--- src/design/lic_pkg.sv ---
// Purpose: Shared constants and types for the second indicator control block
// Assumes: 50 MHz system clock, 16-bit register port
// Notes:   Blink tables hold period and off time in milliseconds per rate code
package lic_pkg;

   // Timebase
   localparam int CLK_PERIOD_NS  = 20;
   localparam int TICK_NS        = 1000000;
   localparam int TICK_CYCLES    = TICK_NS / CLK_PERIOD_NS;
   localparam int ACT_ON_MS      = 10;
   // One extra tick covers a partial first millisecond
   localparam int ACT_HOLD_TICKS = ACT_ON_MS + 1;

   // Register addresses
   localparam logic [15:0] ADDR_COMMON = 16'h40C1;
   localparam logic [15:0] ADDR_BLINK  = 16'h40C2;
   localparam logic [15:0] ADDR_CTL    = 16'h40C3;
   localparam logic [15:0] ADDR_STATUS = 16'h40C4;

   // Reset values and writable masks
   localparam logic [15:0] CTL_RESET    = 16'h0310;
   localparam logic [15:0] CTL_WMASK    = 16'hFFFE;
   localparam logic [15:0] BLINK_RESET  = 16'hEC75;
   localparam logic [15:0] COMMON_RESET = 16'h0040;
   localparam logic [15:0] COMMON_WMASK = 16'h0240;

   // Field positions
   localparam int COM_REVERSE_BIT = 9;
   localparam int COM_COL_SEL_BIT = 6;
   localparam int RATE_W          = 4;
   localparam int MODES           = 4;

   typedef enum logic [1:0] {
      LIC_FORCE_OFF,
      LIC_FORCE_ON,
      LIC_FORCE_BLINK1,
      LIC_FORCE_BLINK2
   } lic_force_t;

   typedef struct packed {
      logic       force_enable;
      lic_force_t force_state;
      logic       traffic_blink_always;
      logic       full_duplex_on_enable;
      logic       half_duplex_on_enable;
      logic       transmit_blink_enable;
      logic       receive_blink_enable;
      logic       transmit_on_enable;
      logic       receive_on_enable;
      logic       fast_speed_on_enable;
      logic       slow_speed_on_enable;
      logic       collision_blink_enable;
      logic       fast_speed_blink_enable;
      logic       slow_speed_blink_enable;
      logic       reserved;
   } lic_ctl_t;

   typedef struct packed {
      logic link_up;
      logic speed_100;
      logic full_duplex;
      logic tx_act;
      logic rx_act;
      logic collision;
   } lic_link_t;

   // Period per rate code, ms
   localparam logic [13:0] PERIOD_MS [16] = '{
      14'h2710, 14'h24B8, 14'h1F40, 14'h1B58, 14'h1770, 14'h1388, 14'h0FA0, 14'h0BB8,
      14'h07D0, 14'h03E8, 14'h01F4, 14'h0190, 14'h014D, 14'h00A6, 14'h007D, 14'h0064};

   // Off portion per rate code, ms
   localparam logic [13:0] OFF_MS [16] = '{
      14'h0258, 14'h0292, 14'h0280, 14'h0276, 14'h0294, 14'h012C, 14'h0140, 14'h014A,
      14'h0104, 14'h00A0, 14'h00FA, 14'h00C8, 14'h00A6, 14'h0053, 14'h003E, 14'h0032};

endpackage : lic_pkg

--- src/design/lic_indicator.sv ---
// Purpose: Drives the second indicator from link state, traffic and software force
// Assumes: Status inputs come from logic on MCLK_I; indicator is on when LED_O is high
// Notes:   Blink waves for all four modes run from a shared 1 ms tick
//
// Our own choice: the address-and-strobe port.
module lic_indicator #(
   parameter int TICK_CYCLES = lic_pkg::TICK_CYCLES
) (
   input  wire logic              MCLK_I,
   input  wire logic              RSTN_I,
   input  wire logic [15:0]       ADDR_I,
   input  wire logic [15:0]       WDATA_I,
   input  wire logic              WE_I,
   input  wire logic              RE_I,
   output      logic [15:0]       RDATA_O,
   input  wire lic_pkg::lic_link_t LINK_I,
   output      logic              LED_O
);

   // Rate code of one mode from the blink-rate register
   function automatic logic [3:0] rate_code(input logic [15:0] r, input int mode);
      rate_code = r[(lic_pkg::MODES - 1 - mode) * lic_pkg::RATE_W +: lic_pkg::RATE_W];
   endfunction : rate_code

   // Register state
   lic_pkg::lic_ctl_t ctl;
   logic [15:0]       blink_rate;
   logic [15:0]       common;

   // Timebase
   logic [15:0]       tick_cnt;
   logic              tick;

   // Activity hold
   logic [3:0]        hold;
   logic [3:0]        next_hold;

   // Blink waves per mode
   logic [lic_pkg::MODES-1:0] wave;

   // Decoded conditions
   wire               reverse;
   wire               col_sel_fast;
   wire               link_up;
   wire               speed_10;
   wire               half_duplex;
   wire               act_on_event;
   wire               hold_on;
   wire               steady_on;
   wire               traffic;
   wire               traffic_ok;
   wire               traffic_blink;
   wire               col_blink;
   wire               speed_blink;
   wire               blink_on;
   wire               col_wave;
   wire               force_level;
   wire               next_led;
   wire [15:0]        status;
   wire [15:0]        next_rdata;

   // Register port decode
   wire               wr_ctl;
   wire               wr_blink;
   wire               wr_common;

   assign wr_ctl    = WE_I && (ADDR_I == lic_pkg::ADDR_CTL);
   assign wr_blink  = WE_I && (ADDR_I == lic_pkg::ADDR_BLINK);
   assign wr_common = WE_I && (ADDR_I == lic_pkg::ADDR_COMMON);

   always_ff @(posedge MCLK_I) begin
      if (!RSTN_I) begin
         ctl <= lic_pkg::lic_ctl_t'(lic_pkg::CTL_RESET);
      end else if (wr_ctl) begin
         ctl <= lic_pkg::lic_ctl_t'(WDATA_I & lic_pkg::CTL_WMASK);
      end
   end

   always_ff @(posedge MCLK_I) begin
      if (!RSTN_I) begin
         blink_rate <= lic_pkg::BLINK_RESET;
      end else if (wr_blink) begin
         blink_rate <= WDATA_I;
      end
   end

   always_ff @(posedge MCLK_I) begin
      if (!RSTN_I) begin
         common <= lic_pkg::COMMON_RESET;
      end else if (wr_common) begin
         common <= WDATA_I & lic_pkg::COMMON_WMASK;
      end
   end

   assign reverse      = common[lic_pkg::COM_REVERSE_BIT];
   assign col_sel_fast = common[lic_pkg::COM_COL_SEL_BIT];

   // Millisecond tick
   assign tick = (tick_cnt == 16'(TICK_CYCLES - 1));

   always_ff @(posedge MCLK_I) begin
      if (!RSTN_I) begin
         tick_cnt <= '0;
      end else if (tick) begin
         tick_cnt <= '0;
      end else begin
         tick_cnt <= tick_cnt + 16'h0001;
      end
   end

   // One blink generator per mode
   genvar g;
   generate
      for (g = 0; g < lic_pkg::MODES; g++) begin : gen_mode
         logic [3:0]  code;
         logic [3:0]  code_q;
         logic [13:0] cnt;
         logic [13:0] period;
         logic [13:0] on_len;
         logic        on_part;

         assign code    = rate_code(blink_rate, g);
         // code to period and off time
         assign period  = lic_pkg::PERIOD_MS[code_q];
         assign on_len  = period - lic_pkg::OFF_MS[code_q];
         assign on_part = (cnt < on_len);
         assign wave[g] = on_part ^ reverse;

         always_ff @(posedge MCLK_I) begin
            if (!RSTN_I) begin
               code_q <= '0;
               cnt    <= '0;
            end else if (code != code_q) begin
               code_q <= code;
               cnt    <= '0;
            end else if (tick) begin
               if (cnt >= period - 14'h0001) begin
                  cnt <= '0;
               end else begin
                  cnt <= cnt + 14'h0001;
               end
            end
         end
      end
   endgenerate

   // Link conditions
   assign link_up     = LINK_I.link_up;
   assign speed_10    = !LINK_I.speed_100;
   assign half_duplex = !LINK_I.full_duplex;

   assign act_on_event = link_up &&
                         ((ctl.transmit_on_enable && LINK_I.tx_act) ||
                          (ctl.receive_on_enable && LINK_I.rx_act));

   always_comb begin
      next_hold = hold;
      if (act_on_event) begin
         next_hold = 4'(lic_pkg::ACT_HOLD_TICKS);
      end else if (!link_up) begin
         next_hold = '0;
      end else if (tick && (hold != 4'h0)) begin
         next_hold = hold - 4'h1;
      end
   end

   always_ff @(posedge MCLK_I) begin
      if (!RSTN_I) begin
         hold <= '0;
      end else begin
         hold <= next_hold;
      end
   end

   assign hold_on = act_on_event || (hold != 4'h0);

   assign steady_on = link_up &&
                      ((ctl.full_duplex_on_enable && LINK_I.full_duplex) ||
                       (ctl.half_duplex_on_enable && half_duplex) ||
                       (ctl.fast_speed_on_enable && LINK_I.speed_100) ||
                       (ctl.slow_speed_on_enable && speed_10) ||
                       hold_on);

   assign traffic = (ctl.transmit_blink_enable && LINK_I.tx_act) ||
                    (ctl.receive_blink_enable && LINK_I.rx_act);

   assign traffic_ok    = steady_on ||
                          (ctl.traffic_blink_always && ctl.force_state[0]);
   assign traffic_blink = link_up && traffic && traffic_ok;

   assign col_blink   = link_up && ctl.collision_blink_enable && LINK_I.collision;

   assign speed_blink = link_up &&
                        ((ctl.fast_speed_blink_enable && LINK_I.speed_100) ||
                         (ctl.slow_speed_blink_enable && speed_10));

   assign blink_on = traffic_blink || col_blink || speed_blink;
   assign col_wave = col_sel_fast ? wave[2] : wave[1];

   assign force_level = (ctl.force_state == lic_pkg::LIC_FORCE_ON)     ? 1'b1 :
                        (ctl.force_state == lic_pkg::LIC_FORCE_BLINK1) ? wave[1] :
                        (ctl.force_state == lic_pkg::LIC_FORCE_BLINK2) ? wave[2] :
                        1'b0;

   assign next_led = ctl.force_enable ? force_level :
                     (col_blink && !traffic_blink && !speed_blink) ? col_wave :
                     blink_on ? wave[2] :
                     steady_on;

   always_ff @(posedge MCLK_I) begin
      if (!RSTN_I) begin
         LED_O <= 1'b0;
      end else begin
         LED_O <= next_led;
      end
   end

   // Live state for software
   assign status = {11'h000, hold_on, steady_on, blink_on, ctl.force_enable, LED_O};

   // Read mux, unmapped reads zero
   assign next_rdata = !RE_I                          ? 16'h0000 :
                       (ADDR_I == lic_pkg::ADDR_CTL)    ? 16'(ctl) :
                       (ADDR_I == lic_pkg::ADDR_BLINK)  ? blink_rate :
                       (ADDR_I == lic_pkg::ADDR_COMMON) ? common :
                       (ADDR_I == lic_pkg::ADDR_STATUS) ? status :
                       16'h0000;

   always_ff @(posedge MCLK_I) begin
      if (!RSTN_I) begin
         RDATA_O <= 16'h0000;
      end else begin
         RDATA_O <= next_rdata;
      end
   end

endmodule : lic_indicator

--- config.mk ---
export PLATFORM = sky130hd
export DESIGN_NAME = lic_indicator
export DESIGN_NICKNAME = d
export VERILOG_FILES = /design/src/design/lic_pkg.sv /design/src/design/lic_indicator.sv
export SDC_FILE = /design/constraint.sdc
export NUM_CORES = 1
export LEC_CHECK = 0
export ABC_CLOCK_PERIOD_IN_PS = 5800
export BUFFER_PORTS_ARGS = -buffer_cell sky130_fd_sc_hd__buf_2
export CAP_MARGIN = 20
export CORE_ASPECT_RATIO = 0.5
export CORE_MARGIN = 8
export CORE_UTILIZATION = 45
export DETAILED_ROUTE_END_ITERATION = 10
export PLACE_DENSITY = 0.58
export SETUP_SLACK_MARGIN = 0.4
export SYNTH_ARGS = -nofsm -noshare
export SYNTH_HDL_FRONTEND = slang
export SYNTH_SLANG_ARGS = --single-unit
--- constraint.sdc ---
create_clock -name MCLK_I -period 5.8 [get_ports MCLK_I]
set_input_delay 1.45 -clock MCLK_I [delete_from_list [all_inputs] [get_ports MCLK_I]]
set_output_delay 1.45 -clock MCLK_I [all_outputs]
set_load 0.1 [all_outputs]
==> results of run 1 <==
==> routing by layer <==
metal  share of wire (%)  vias to the layer above  wire, µm
li1                    -                     3735         -
met1                  53                     3337     10600
met2                  42                      160      8440
met3                 4.6                        7       923
met4                0.26                        2        53
met5               0.060                        -        12
==> flip-flops by register name (all words and copies together), names as in the netlist <==
name / count
hold: 4
RDATA_O: 16
LED_O: 1
tick_cnt: 16
gen_mode.code_q: 8
common: 2
blink_rate: 16
ctl: 15
gen_mode.cnt: 28
==> synth_stat cells, types with 3 or more instances <==
| cell type | n |
|---|---|
| a211o_1 | 4 |
| a211oi_1 | 6 |
| a21boi_1 | 18 |
| a21o_1 | 15 |
| a21oi_1 | 76 |
| a22oi_1 | 15 |
| a31oi_1 | 9 |
| and2_1 | 15 |
| and3_1 | 11 |
| and4_1 | 5 |
| buf_1 | 5 |
| buf_2 | 8 |
| clkbuf_1 | 31 |
| dfxtp_1 | 106 |
| ha_1 | 97 |
| inv_1 | 50 |
| inv_2 | 4 |
| mux2i_1 | 11 |
| mux4_2 | 4 |
| nand2_1 | 139 |
| nand2b_1 | 19 |
| nand3_1 | 64 |
| nand4_1 | 18 |
| nor2_1 | 78 |
| nor2b_1 | 9 |
| nor3_1 | 12 |
| nor3b_1 | 6 |
| nor4_1 | 7 |
| nor4_2 | 5 |
| o211ai_1 | 7 |
| o21a_1 | 3 |
| o21ai_0 | 23 |
| o21ai_1 | 15 |
| o31ai_1 | 6 |
| or3_1 | 7 |
| or4_1 | 4 |
| xnor2_1 | 51 |
| xor2_1 | 33 |
==> per-stage QoR <==
step	worst slack [ns]	hold WS, ns	std cells	util [%]	instance area, µm²
after floorplan	0.683	0.430	1041	-	8220
after global placement	0.596	0.445	1305	48.0	8700
after detailed placement	0.419	0.451	1305	48.0	8700
after CTS	0.420	0.462	1320	49.5	8970
after global routing	0.382	0.490	1322	49.7	9010
final	0.752	0.461	1322	49.7	9010
==> worst register-to-register path, stage by stage (launching register included) <==
cell and delay (ns):
dfxtp_2 0.44, inv_1 0.14, ha_1 0.31, o21ai_0 0.28
inv_1 0.11, a21oi_1 0.25, ha_1 0.28, nor2b_1 0.13
o21ai_1 0.15, a21oi_1 0.11, a211o_1 0.30, and3_1 0.18
or4_1 0.51, o211ai_1 0.20, ha_1 0.28, nand2_1 0.15
o21ai_0 0.11, a221o_1 0.32, a21oi_4 0.20, xor2_1 0.09
a211o_1 0.29, o211a_1 0.11
==> path summary, 6_finish.rpt <==
| check | startpoint | cells past startpoint | endpoint | slack, ns |
|---|---|---|---|---|
| worst min-delay path | blink_rate[1] | 2 | blink_rate[1] | 0.46 |
| worst max register to register | gen_mode[1].code_q[0] | 21 | LED_O | 0.75 |
| worst max-delay path | gen_mode[1].code_q[0] | 21 | LED_O | 0.75 |
| worst min register to register | blink_rate[1] | 2 | blink_rate[1] | 0.46 |
==> layout make-up <==
type	instances	area, µm²
clock inverter	5	38.8
clock buffer	10	229
tap	240	300
fill	1805	9120
inverter	54	203
multi-input combinational	834	5710
timing repair buffer	73	403
sequential	106	2120
==> power by group through the flow <==
stage / logic (µW) / clock network [µW] / registers, µW
global placement: 297 / 0 / 757
floorplan: 231 / 0 / 754
detailed placement: 302 / 0 / 757
global route: 345 / 624 / 742
CTS: 304 / 593 / 740
finish: 307 / 577 / 740
==> cell families after synthesis <==
group,synth area share [%]
buffers and inverters,4.96
DFF,25.8
and+or+nand+nor,25.0
muxes,2.71
xor gates and xnor gates,8.96
AOI/OAI and AO/OA,17.2
adders and majority gates,15.3
==> timing repair <==
action,4_1_cts,5_1_grt
setup endpoints to repair,1,1
setup buffers,0,2
pin swaps,0,2
gates resized for setup,1,5
==> metrics.json, run 1 <==
{
  "worstMarginPinSlew_ns": 1.02,
  "asyncSetResetFlopFracSynth_pct": 0,
  "clock_insertion_delay_worst_skew_ns": 0.35,
  "final_max_slew_viol_count": 0,
  "design.die.area_mm2": 0.0231,
  "cts-root-to-sink-buffers": 2,
  "timing.final.crit_period_ns": 5.05,
  "yosys_warnings": 0,
  "finalHoldViolations": 0,
  "post-synth-top-area-fraction_pct": 25.8,
  "place.port_buffers": 58,
  "gr-total-overflow": 0,
  "critical_path.startpoint_type": "flop",
  "postRouteWirelength_um": 20000,
  "critPathBufInv": 2,
  "drt-initial-drc-count": 508,
  "synth_flop_cell": "dfxtp_1",
  "grtUsageMet2_pct": 26.2,
  "layout_common_cells": "139 x nand2_1, 105 x dfxtp_1, 96 x ha_1",
  "chipHeight_um": 112,
  "synth_top_cells_by_area": "dfxtp_1 26%, ha_1 15%, nand2_1 6.4%, xnor2_1 5.4%, a21oi_1 4.6%",
  "netlist_area_mm2": 0.00822,
  "placeableCoreArea_mm2": 0.0181,
  "synth_fp_nets": 1182,
  "drv.max_cap_violation_count": 0,
  "first_pass_iteration_count_of_the_detailed_router": 5,
  "place_congestion": 0.844,
  "starting_density_pct": 45.3,
  "post_synth.cell_area_avg_um2": 7.89,
  "period_share_pct": 87.0,
  "intPower_uw": 1150,
  "power.sequential.fraction_pct": 45.6,
  "critPathMaxStageDelay_ns": 0.51,
  "netlist-cell-type-count": 71,
  "detailed_placer_s_ending_hpwl_um": 15400,
  "pwr-share-comb_pct": 18.9,
  "mostFrequentLayoutCell": "nand2_1",
  "cellLeakagePower_uw": 0.00390,
  "grt_pass1_vias": 6795,
  "cp-end-kind": "flop",
  "worst_clk_skew_ns": 0.0118,
  "numClockSinks": 106,
  "cts.root.buffer_cell": "clkbuf_16",
  "outcome": "completed",
  "max_freq_ghz": 0.198,
  "synth-edff-count": 0,
  "power.net_switching_uw": 470,
  "avg_wl_per_cell_um": 15.1,
  "h-tree-depth": 3,
  "power.total_uw": 1620,
  "post_synth_inst_count": 1041,
  "vias_per_cell": 5.48,
  "grt_first_pass_wirelength_um": 34000,
  "ys_ff_latch": 106,
  "pwr_density_cell_mw_per_mm2": 180,
  "p_sw_share_pct": 28.9,
  "postCtsHoldBufs": 0,
  "remaining_drc_errors": 0,
  "clkPwrFrac_pct": 35.5,
  "path_common_cell": "ha_1",
  "placement_rows": 35,
  "tns_ns": 0,
  "timing.max_slew.rel_slack_pct": 31.6,
  "required_ns": 6.03,
  "critPathTopFamily": "compound AO/OA/AOI/OAI gates",
  "max_vdd_drop_v": 0.000135,
  "crit_path_max_fanout": 9,
  "grt_setup_unrepaired": "false",
  "cts.clk_slew.worst_paths_ns": 0.08,
  "cts_tree": "yes",
  "ios": 59,
  "met3_use_gr_pct": 3.11,
  "final_net_count": 1219,
  "crit_chain": "inv_1 > ha_1 > o21ai_0 > inv_1 > a21oi_1 > ha_1 > nor2b_1 > o21ai_1 > a21oi_1 > a211o_1 > and3_1 > or4_1 > o211ai_1 > ha_1 > nand2_1 > o21ai_0 > a221o_1 > a21oi_4 > xor2_1 > a211o_1 > o211a_1",
  "final_antenna_net_count": 0,
  "numCtsBuffers": 9,
  "final-setup-viol-count": 0,
  "worstPathArrival_ns": 5.28,
  "post_route_cells_drive_above_1_share_pct": 10.8,
  "areaGrowthSynthToFinish_pct": 9.69,
  "global_route.peak_usage_layer": "met2",
  "grtUsageMet1_pct": 25.2,
  "sequential_area_share_after_synthesis_pct": 25.8,
  "overall_global_routing_usage_pct": 17.2,
  "grt_antenna_before_repair": 1,
  "critical_path.slowest_cell": "or4_1",
  "path_class": "flop to flop",
  "synth_area_leader_cell": "dfxtp_1",
  "dieWidth_um": 207,
  "largest_net_degree_at_the_start_of_global_routing": 36,
  "holdCritPathClass": "flop to flop",
  "n_antenna_cell": 0,
  "routed-via-count": 7241
}
No activity file was read; power rests on OpenSTA's default activity.
==> run 2: changes to the inputs <==
ABC_CLOCK_PERIOD_IN_PS = 5700   (was 5800)
CAP_MARGIN = 40   (was 20)
CELL_PAD_IN_SITES_DETAIL_PLACEMENT = 1   (was default)
CELL_PAD_IN_SITES_GLOBAL_PLACEMENT = 1   (was default)
PLACE_DENSITY = 0.75   (was 0.58)
clock period = 5.7 ns   (was 5.8 ns; I/O delays follow)
==> run 2 against run 1 <==
Compared with the run above: sequential power grew 2%; critical path depth fell by 4; final area up 0.39%; clock skew down 0.0030 ns; clock-buffer cell count is 1 higher; cell count hardly changed; first-iteration DRC count is 29% lower; combinational power is 6% higher; critical path type unchanged; largest cell class unchanged; largest power group unchanged.
==> metrics.json, run 2 (same netlist as run 1, synthesis figures left out) <==
{
  "outcome": "completed",
  "grtUsageMet1_pct": 26.4,
  "remaining_drc_errors": 0,
  "final_antenna_net_count": 0,
  "avg_wl_per_cell_um": 17.3,
  "grt_pass1_vias": 7741,
  "worst_clk_skew_ns": 0.00879,
  "period_share_pct": 87.7,
  "max_freq_ghz": 0.200,
  "critical_path.startpoint_type": "flop",
  "numCtsBuffers": 9,
  "drv.max_cap_violation_count": 0,
  "worstMarginPinSlew_ns": 0.829,
  "areaGrowthSynthToFinish_pct": 10.1,
  "hold_ws_ns": 0.467,
  "grtUsageMet2_pct": 32.7,
  "place.port_buffers": 58,
  "met3_use_gr_pct": 3.56,
  "power.net_switching_uw": 486,
  "grt_antenna_before_repair": 0,
  "routed-via-count": 7493,
  "vias_per_cell": 5.66,
  "cts_tree": "yes",
  "layout_common_cells": "139 x nand2_1, 104 x dfxtp_1, 95 x ha_1",
  "largest_reg_flops": 28,
  "intPower_uw": 1190,
  "power.total_uw": 1680,
  "worstPathArrival_ns": 5.24,
  "overall_global_routing_usage_pct": 19.7,
  "starting_density_pct": 45.3,
  "final-setup-viol-count": 0,
  "crit_path_max_fanout": 9,
  "drt-initial-drc-count": 362,
  "placeableCoreArea_mm2": 0.0181,
  "dieWidth_um": 207,
  "postRouteWirelength_um": 22800,
  "n_antenna_cell": 0,
  "pwr_density_cell_mw_per_mm2": 185,
  "required_ns": 5.94,
  "chipHeight_um": 112,
  "power.sequential.fraction_pct": 45.0,
  "timing.final.crit_period_ns": 5.00,
  "final_max_slew_viol_count": 0,
  "design.die.area_mm2": 0.0231,
  "finalHoldViolations": 0,
  "path_class": "flop to flop",
  "holdCritPathClass": "flop to flop",
  "first_pass_iteration_count_of_the_detailed_router": 5,
  "cts.clk_slew.worst_paths_ns": 0.08,
  "clkPwrFrac_pct": 35.7,
  "h-tree-depth": 3,
  "detailed_placer_s_ending_hpwl_um": 17700,
  "final_net_count": 1219,
  "pwr-share-comb_pct": 19.3,
  "global_route.peak_usage_layer": "met2",
  "largest-register": "gen_mode.cnt",
  "grt_setup_unrepaired": "false",
  "p_sw_share_pct": 29.0,
  "post_route_cells_drive_above_1_share_pct": 11.3,
  "largest_net_degree_at_the_start_of_global_routing": 36,
  "max_vdd_drop_v": 0.000138,
  "finalCoreUtilization_pct": 49.9,
  "cts-root-to-sink-buffers": 2,
  "mostFrequentLayoutCell": "nand2_1",
  "cellLeakagePower_uw": 0.00391,
  "place_congestion": 0.873,
  "timing.max_slew.rel_slack_pct": 44.7,
  "tns_ns": 0,
  "numClockSinks": 106,
  "clock_insertion_delay_worst_skew_ns": 0.35,
  "gr-total-overflow": 0,
  "cts.root.buffer_cell": "clkbuf_16",
  "placement_rows": 35,
  "cp-end-kind": "flop",
  "ios": 59,
  "grt_first_pass_wirelength_um": 38600
}
-- run 2: changes by cell type in the layout (fill, tap and decap cells not counted), sizes merged --
cell / change
clkinvlp: -1
inv: -1
clkbuf: +1
clkinv: +2
-- run 2: metrics by stage --
stage / worst slack (ns) / cells / instance area (µm²)
floorplan: 0.583 / 1041 / 8220
global placement: 0.501 / 1304 / 8700
CTS: 0.477 / 1321 / 9000
detailed placement: 0.204 / 1305 / 8710
global route: 0.409 / 1323 / 9050
finish: 0.700 / 1323 / 9050
-- run 2: layout make-up --
| cell class | instances | area [µm²] |
|---|---|---|
| Sequential cell | 106 | 2120 |
| Multi-Input combinational cell | 834 | 5730 |
| Clock inverter | 5 | 36.3 |
| Tap cell | 240 | 300 |
| Inverter | 54 | 203 |
| Timing Repair Buffer | 73 | 407 |
| Clock buffer | 11 | 243 |
| Fill cell | 2233 | 9080 |
-- run 2: path summary, 6_finish.rpt --
kind,to,slack (ns),cells after the start,startpoint
min reg2reg,blink_rate[1],0.47,2,blink_rate[1]
min,blink_rate[1],0.47,2,blink_rate[1]
max reg2reg,LED_O,0.70,17,gen_mode[1].code_q[0]
max,LED_O,0.70,17,gen_mode[1].code_q[0]
-- run 2: metal layers --
metal / vias to the layer above / share of wire [%]
li1: 3737 / -
met1: 3616 / 50
met2: 115 / 45
met3: 25 / 3.6
met4: 0 / 1.2
met5: - / 0
-- run 2: critical path, stage by stage (launching register included) --
cell and delay [ns]:
dfxtp_2 0.44, inv_1 0.15, ha_1 0.38, mux4_2 0.54, ha_1 0.26, or3_1 0.38, a211o_1 0.27, and3_1 0.18
or4_1 0.51, o211ai_1 0.20, ha_1 0.27, nand2_1 0.15, nor2_1 0.08, a221o_1 0.36, a21oi_4 0.21, xor2_1 0.09
a211o_1 0.29, o211a_1 0.11
-- run 2: power by group through the flow --
| stage | Sequential (µW) | Clock [µW] | Combinational [µW] |
|---|---|---|---|
| finish | 754 | 598 | 324 |
| global route | 754 | 648 | 365 |
| CTS | 753 | 619 | 320 |
| detailed placement | 771 | 0 | 318 |
| global placement | 770 | 0 | 305 |
| floorplan | 768 | 0 | 235 |
-- run 2: timing repair --
action | 4_1_cts | 5_1_grt
hold buffers | 0 | 0
pin swaps | 0 | 2
endpoints found under the setup margin | 1 | 1
buffers inserted | 0 | 1
gates resized for setup | 3 | 8
endpoints found under the hold margin | 0 | 0
==> run 3: changes to the inputs <==
CORE_UTILIZATION = 46   (was 45)
PLACE_DENSITY = 0.77   (was 0.75)
==> run 3 against run 2 <==
Compared with the run above: non-clock buffer count increased by 1; power rose by 5.5%; first-iteration DRC count grew 5.5%; combinational power about the same; cell count fell by 0.38%; critical path depth is 1 higher; critical endpoint unchanged; largest power group unchanged.
==> metrics.json, run 3 (same netlist as run 1, synthesis figures left out) <==
{
  "outcome": "completed",
  "chipHeight_um": 110,
  "final_antenna_net_count": 0,
  "tns_ns": 0,
  "holdCritPathClass": "flop to flop",
  "cts-root-to-sink-buffers": 2,
  "largest-register": "gen_mode.cnt",
  "grt_first_pass_wirelength_um": 38700,
  "dieWidth_um": 205,
  "clock_insertion_delay_worst_skew_ns": 0.35,
  "detailroute.wirelength.met2_um": 10900,
  "cts.root.buffer_cell": "clkbuf_16",
  "largest_net_degree_at_the_start_of_global_routing": 33,
  "drv.max_cap_violation_count": 0,
  "r2r-start": "gen_mode[1].code_q[1]",
  "mostFrequentLayoutCell": "nand2_1",
  "path_class": "flop to flop",
  "critPathMaxStageDelay_ns": 0.53,
  "remaining_drc_errors": 0,
  "timing.max_slew.rel_slack_pct": 40.3,
  "numCtsBuffers": 9,
  "power.net_switching_uw": 479,
  "max_vdd_drop_v": 0.000162,
  "gr-total-overflow": 0,
  "finalHoldViolations": 0,
  "post_route_cells_drive_above_1_share_pct": 11.3,
  "pwr-share-comb_pct": 18.4,
  "worstPathArrival_ns": 5.24,
  "filler_cell_count": 2166,
  "ios": 59,
  "critical_path.slowest_cell": "mux4_2",
  "vias_per_cell": 5.69,
  "cts_tree": "yes",
  "areaGrowthSynthToFinish_pct": 10.7,
  "n_antenna_cell": 0,
  "final_net_count": 1220,
  "path_common_cell": "ha_1",
  "cp-end-kind": "flop",
  "critPathTopFamily": "compound AO/OA/AOI/OAI gates",
  "critPathBufInv": 2,
  "critPathCapture": "LED_O",
  "wl_met3_um": 666,
  "final-setup-viol-count": 0,
  "postRouteWirelength_um": 23100,
  "max_freq_ghz": 0.200,
  "drt-met1-wl_um": 11100,
  "numClockSinks": 106,
  "first_pass_iteration_count_of_the_detailed_router": 5,
  "overall_global_routing_usage_pct": 20.3,
  "power.sequential.fraction_pct": 42.6,
  "design.die.area_mm2": 0.0227,
  "largest_reg_flops": 28,
  "grt_setup_unrepaired": "false",
  "depth_of_the_worst_register_to_register_path": 18,
  "critPathLaunch": "gen_mode[1].code_q[1]",
  "clkPwrFrac_pct": 39.0,
  "worst-path-stages": 18,
  "intPower_uw": 1290,
  "routed-via-count": 7495,
  "worstMarginPinSlew_ns": 0.889,
  "place.port_buffers": 58,
  "critical_path.startpoint_type": "flop",
  "worst_clk_skew_ns": 0.0129,
  "final_max_slew_viol_count": 0,
  "timing.final.crit_period_ns": 5.00,
  "placeableCoreArea_mm2": 0.0174,
  "drt-initial-drc-count": 382,
  "layout_common_cells": "139 x nand2_1, 105 x dfxtp_1, 95 x ha_1",
  "crit_path_max_fanout": 7,
  "finalCoreUtilization_pct": 52.2,
  "worst-r2r-setup-slack_ns": 0.70,
  "crit_chain": "inv_1 > ha_1 > inv_1 > mux4_2 > ha_1 > or3_1 > a211o_1 > and3_1 > or4_1 > o211ai_1 > ha_1 > nand2_1 > nor2_1 > a221o_1 > a21oi_2 > xor2_1 > a211o_1 > o211a_1",
  "period_share_pct": 87.8,
  "required_ns": 5.93,
  "avg_wl_per_cell_um": 17.5,
  "p_sw_share_pct": 27.1,
  "detailed_placer_s_ending_hpwl_um": 17800,
  "h-tree-depth": 3,
  "grt_antenna_before_repair": 1,
  "placement_rows": 34,
  "pwr_density_cell_mw_per_mm2": 194,
  "place_congestion": 0.825,
  "top_layer_used": "met4",
  "starting_density_pct": 47.1,
  "critical_path.reg2reg.endpoint": "LED_O",
  "grt_pass1_vias": 7754,
  "cts.clk_slew.worst_paths_ns": 0.07,
  "cellLeakagePower_uw": 0.00394
}
run 3: cell types whose count changed in the layout (fill, tap and decap cells not counted), moves of 2 or more:
cell / change
bufinv_16: +2
buf_4: +2
inv_6: -2
dfxtp_2: -2
a21oi_2: +2
run 3: routing by layer:
layer | up-vias | GRT usage [%]
met4 | 0 | 5.02
met2 | 129 | 34.9
met5 | - | 0
met3 | 31 | 3.24
li1 | 3742 | -
met1 | 3593 | 26.1
run 3: worst min-delay path by stage:
stage / startpoint / end / slack (ns) / cells past startpoint
final: blink_rate[12] / blink_rate[12] / 0.47 / 2
after floorplan: tick_cnt[0] / tick_cnt[0] / 0.43 / 1
after CTS: blink_rate[12] / blink_rate[12] / 0.46 / 2
after global routing: blink_rate[12] / blink_rate[12] / 0.49 / 2
after global placement: tick_cnt[0] / tick_cnt[0] / 0.44 / 1
after detailed placement: blink_rate[1] / blink_rate[1] / 0.45 / 2
run 3: worst reg2reg max path, cell delays in order (launching register included):
cell and delay [ns]:
dfxtp_1 0.32, inv_1 0.24, ha_1 0.32, inv_1 0.08, mux4_2 0.53, ha_1 0.25, or3_1 0.37, a211o_1 0.26
and3_1 0.18, or4_1 0.52, o211ai_1 0.21, ha_1 0.28, nand2_1 0.16, nor2_1 0.08, a221o_1 0.33, a21oi_2 0.24
xor2_1 0.12, a211o_1 0.30, o211a_1 0.11
run 3: repair_timing:
item / 4_1_cts / 5_1_grt
endpoints found under the setup margin: 1 / 1
buffers inserted: 0 / 2
hold buffers: 0 / 0
pin swaps: 0 / 1
gates resized for setup: 3 / 8
run 3: area by class of cell:
cell class	count	area, µm²	area share [%]
clock buffers	12	256	2.82
clock inverters	4	73.8	0.811
inverters	54	203	2.23
well taps	234	293	3.22
multi-input cells	834	5740	63.0
flip-flops and latches	106	2130	23.4
repair buffers	74	410	4.51
run 3: stage by stage:
step / setup slack [ns] / hold WS, ns / instances / power, µW / instance area, µm²
2_1_floorplan: 0.583 / 0.430 / 1041 / 1000 / 8220
3_3_place_gp: 0.596 / 0.444 / 1298 / 1080 / 8690
3_5_place_dp: 0.363 / 0.449 / 1300 / 1090 / 8710
4_1_cts: 0.545 / 0.464 / 1316 / 1780 / 9050
5_1_grt: 0.358 / 0.491 / 1318 / 1860 / 9100
6_report: 0.696 / 0.467 / 1318 / 1770 / 9100
run 3: power by group through the flow:
| stage | sequential (µW) | combinational (µW) | clock [µW] |
|---|---|---|---|
| after floorplan | 768 | 235 | 0 |
| after global placement | 771 | 307 | 0 |
| after detailed placement | 771 | 320 | 0 |
| after CTS | 754 | 323 | 703 |
| after global routing | 754 | 365 | 738 |
| final | 753 | 326 | 688 |
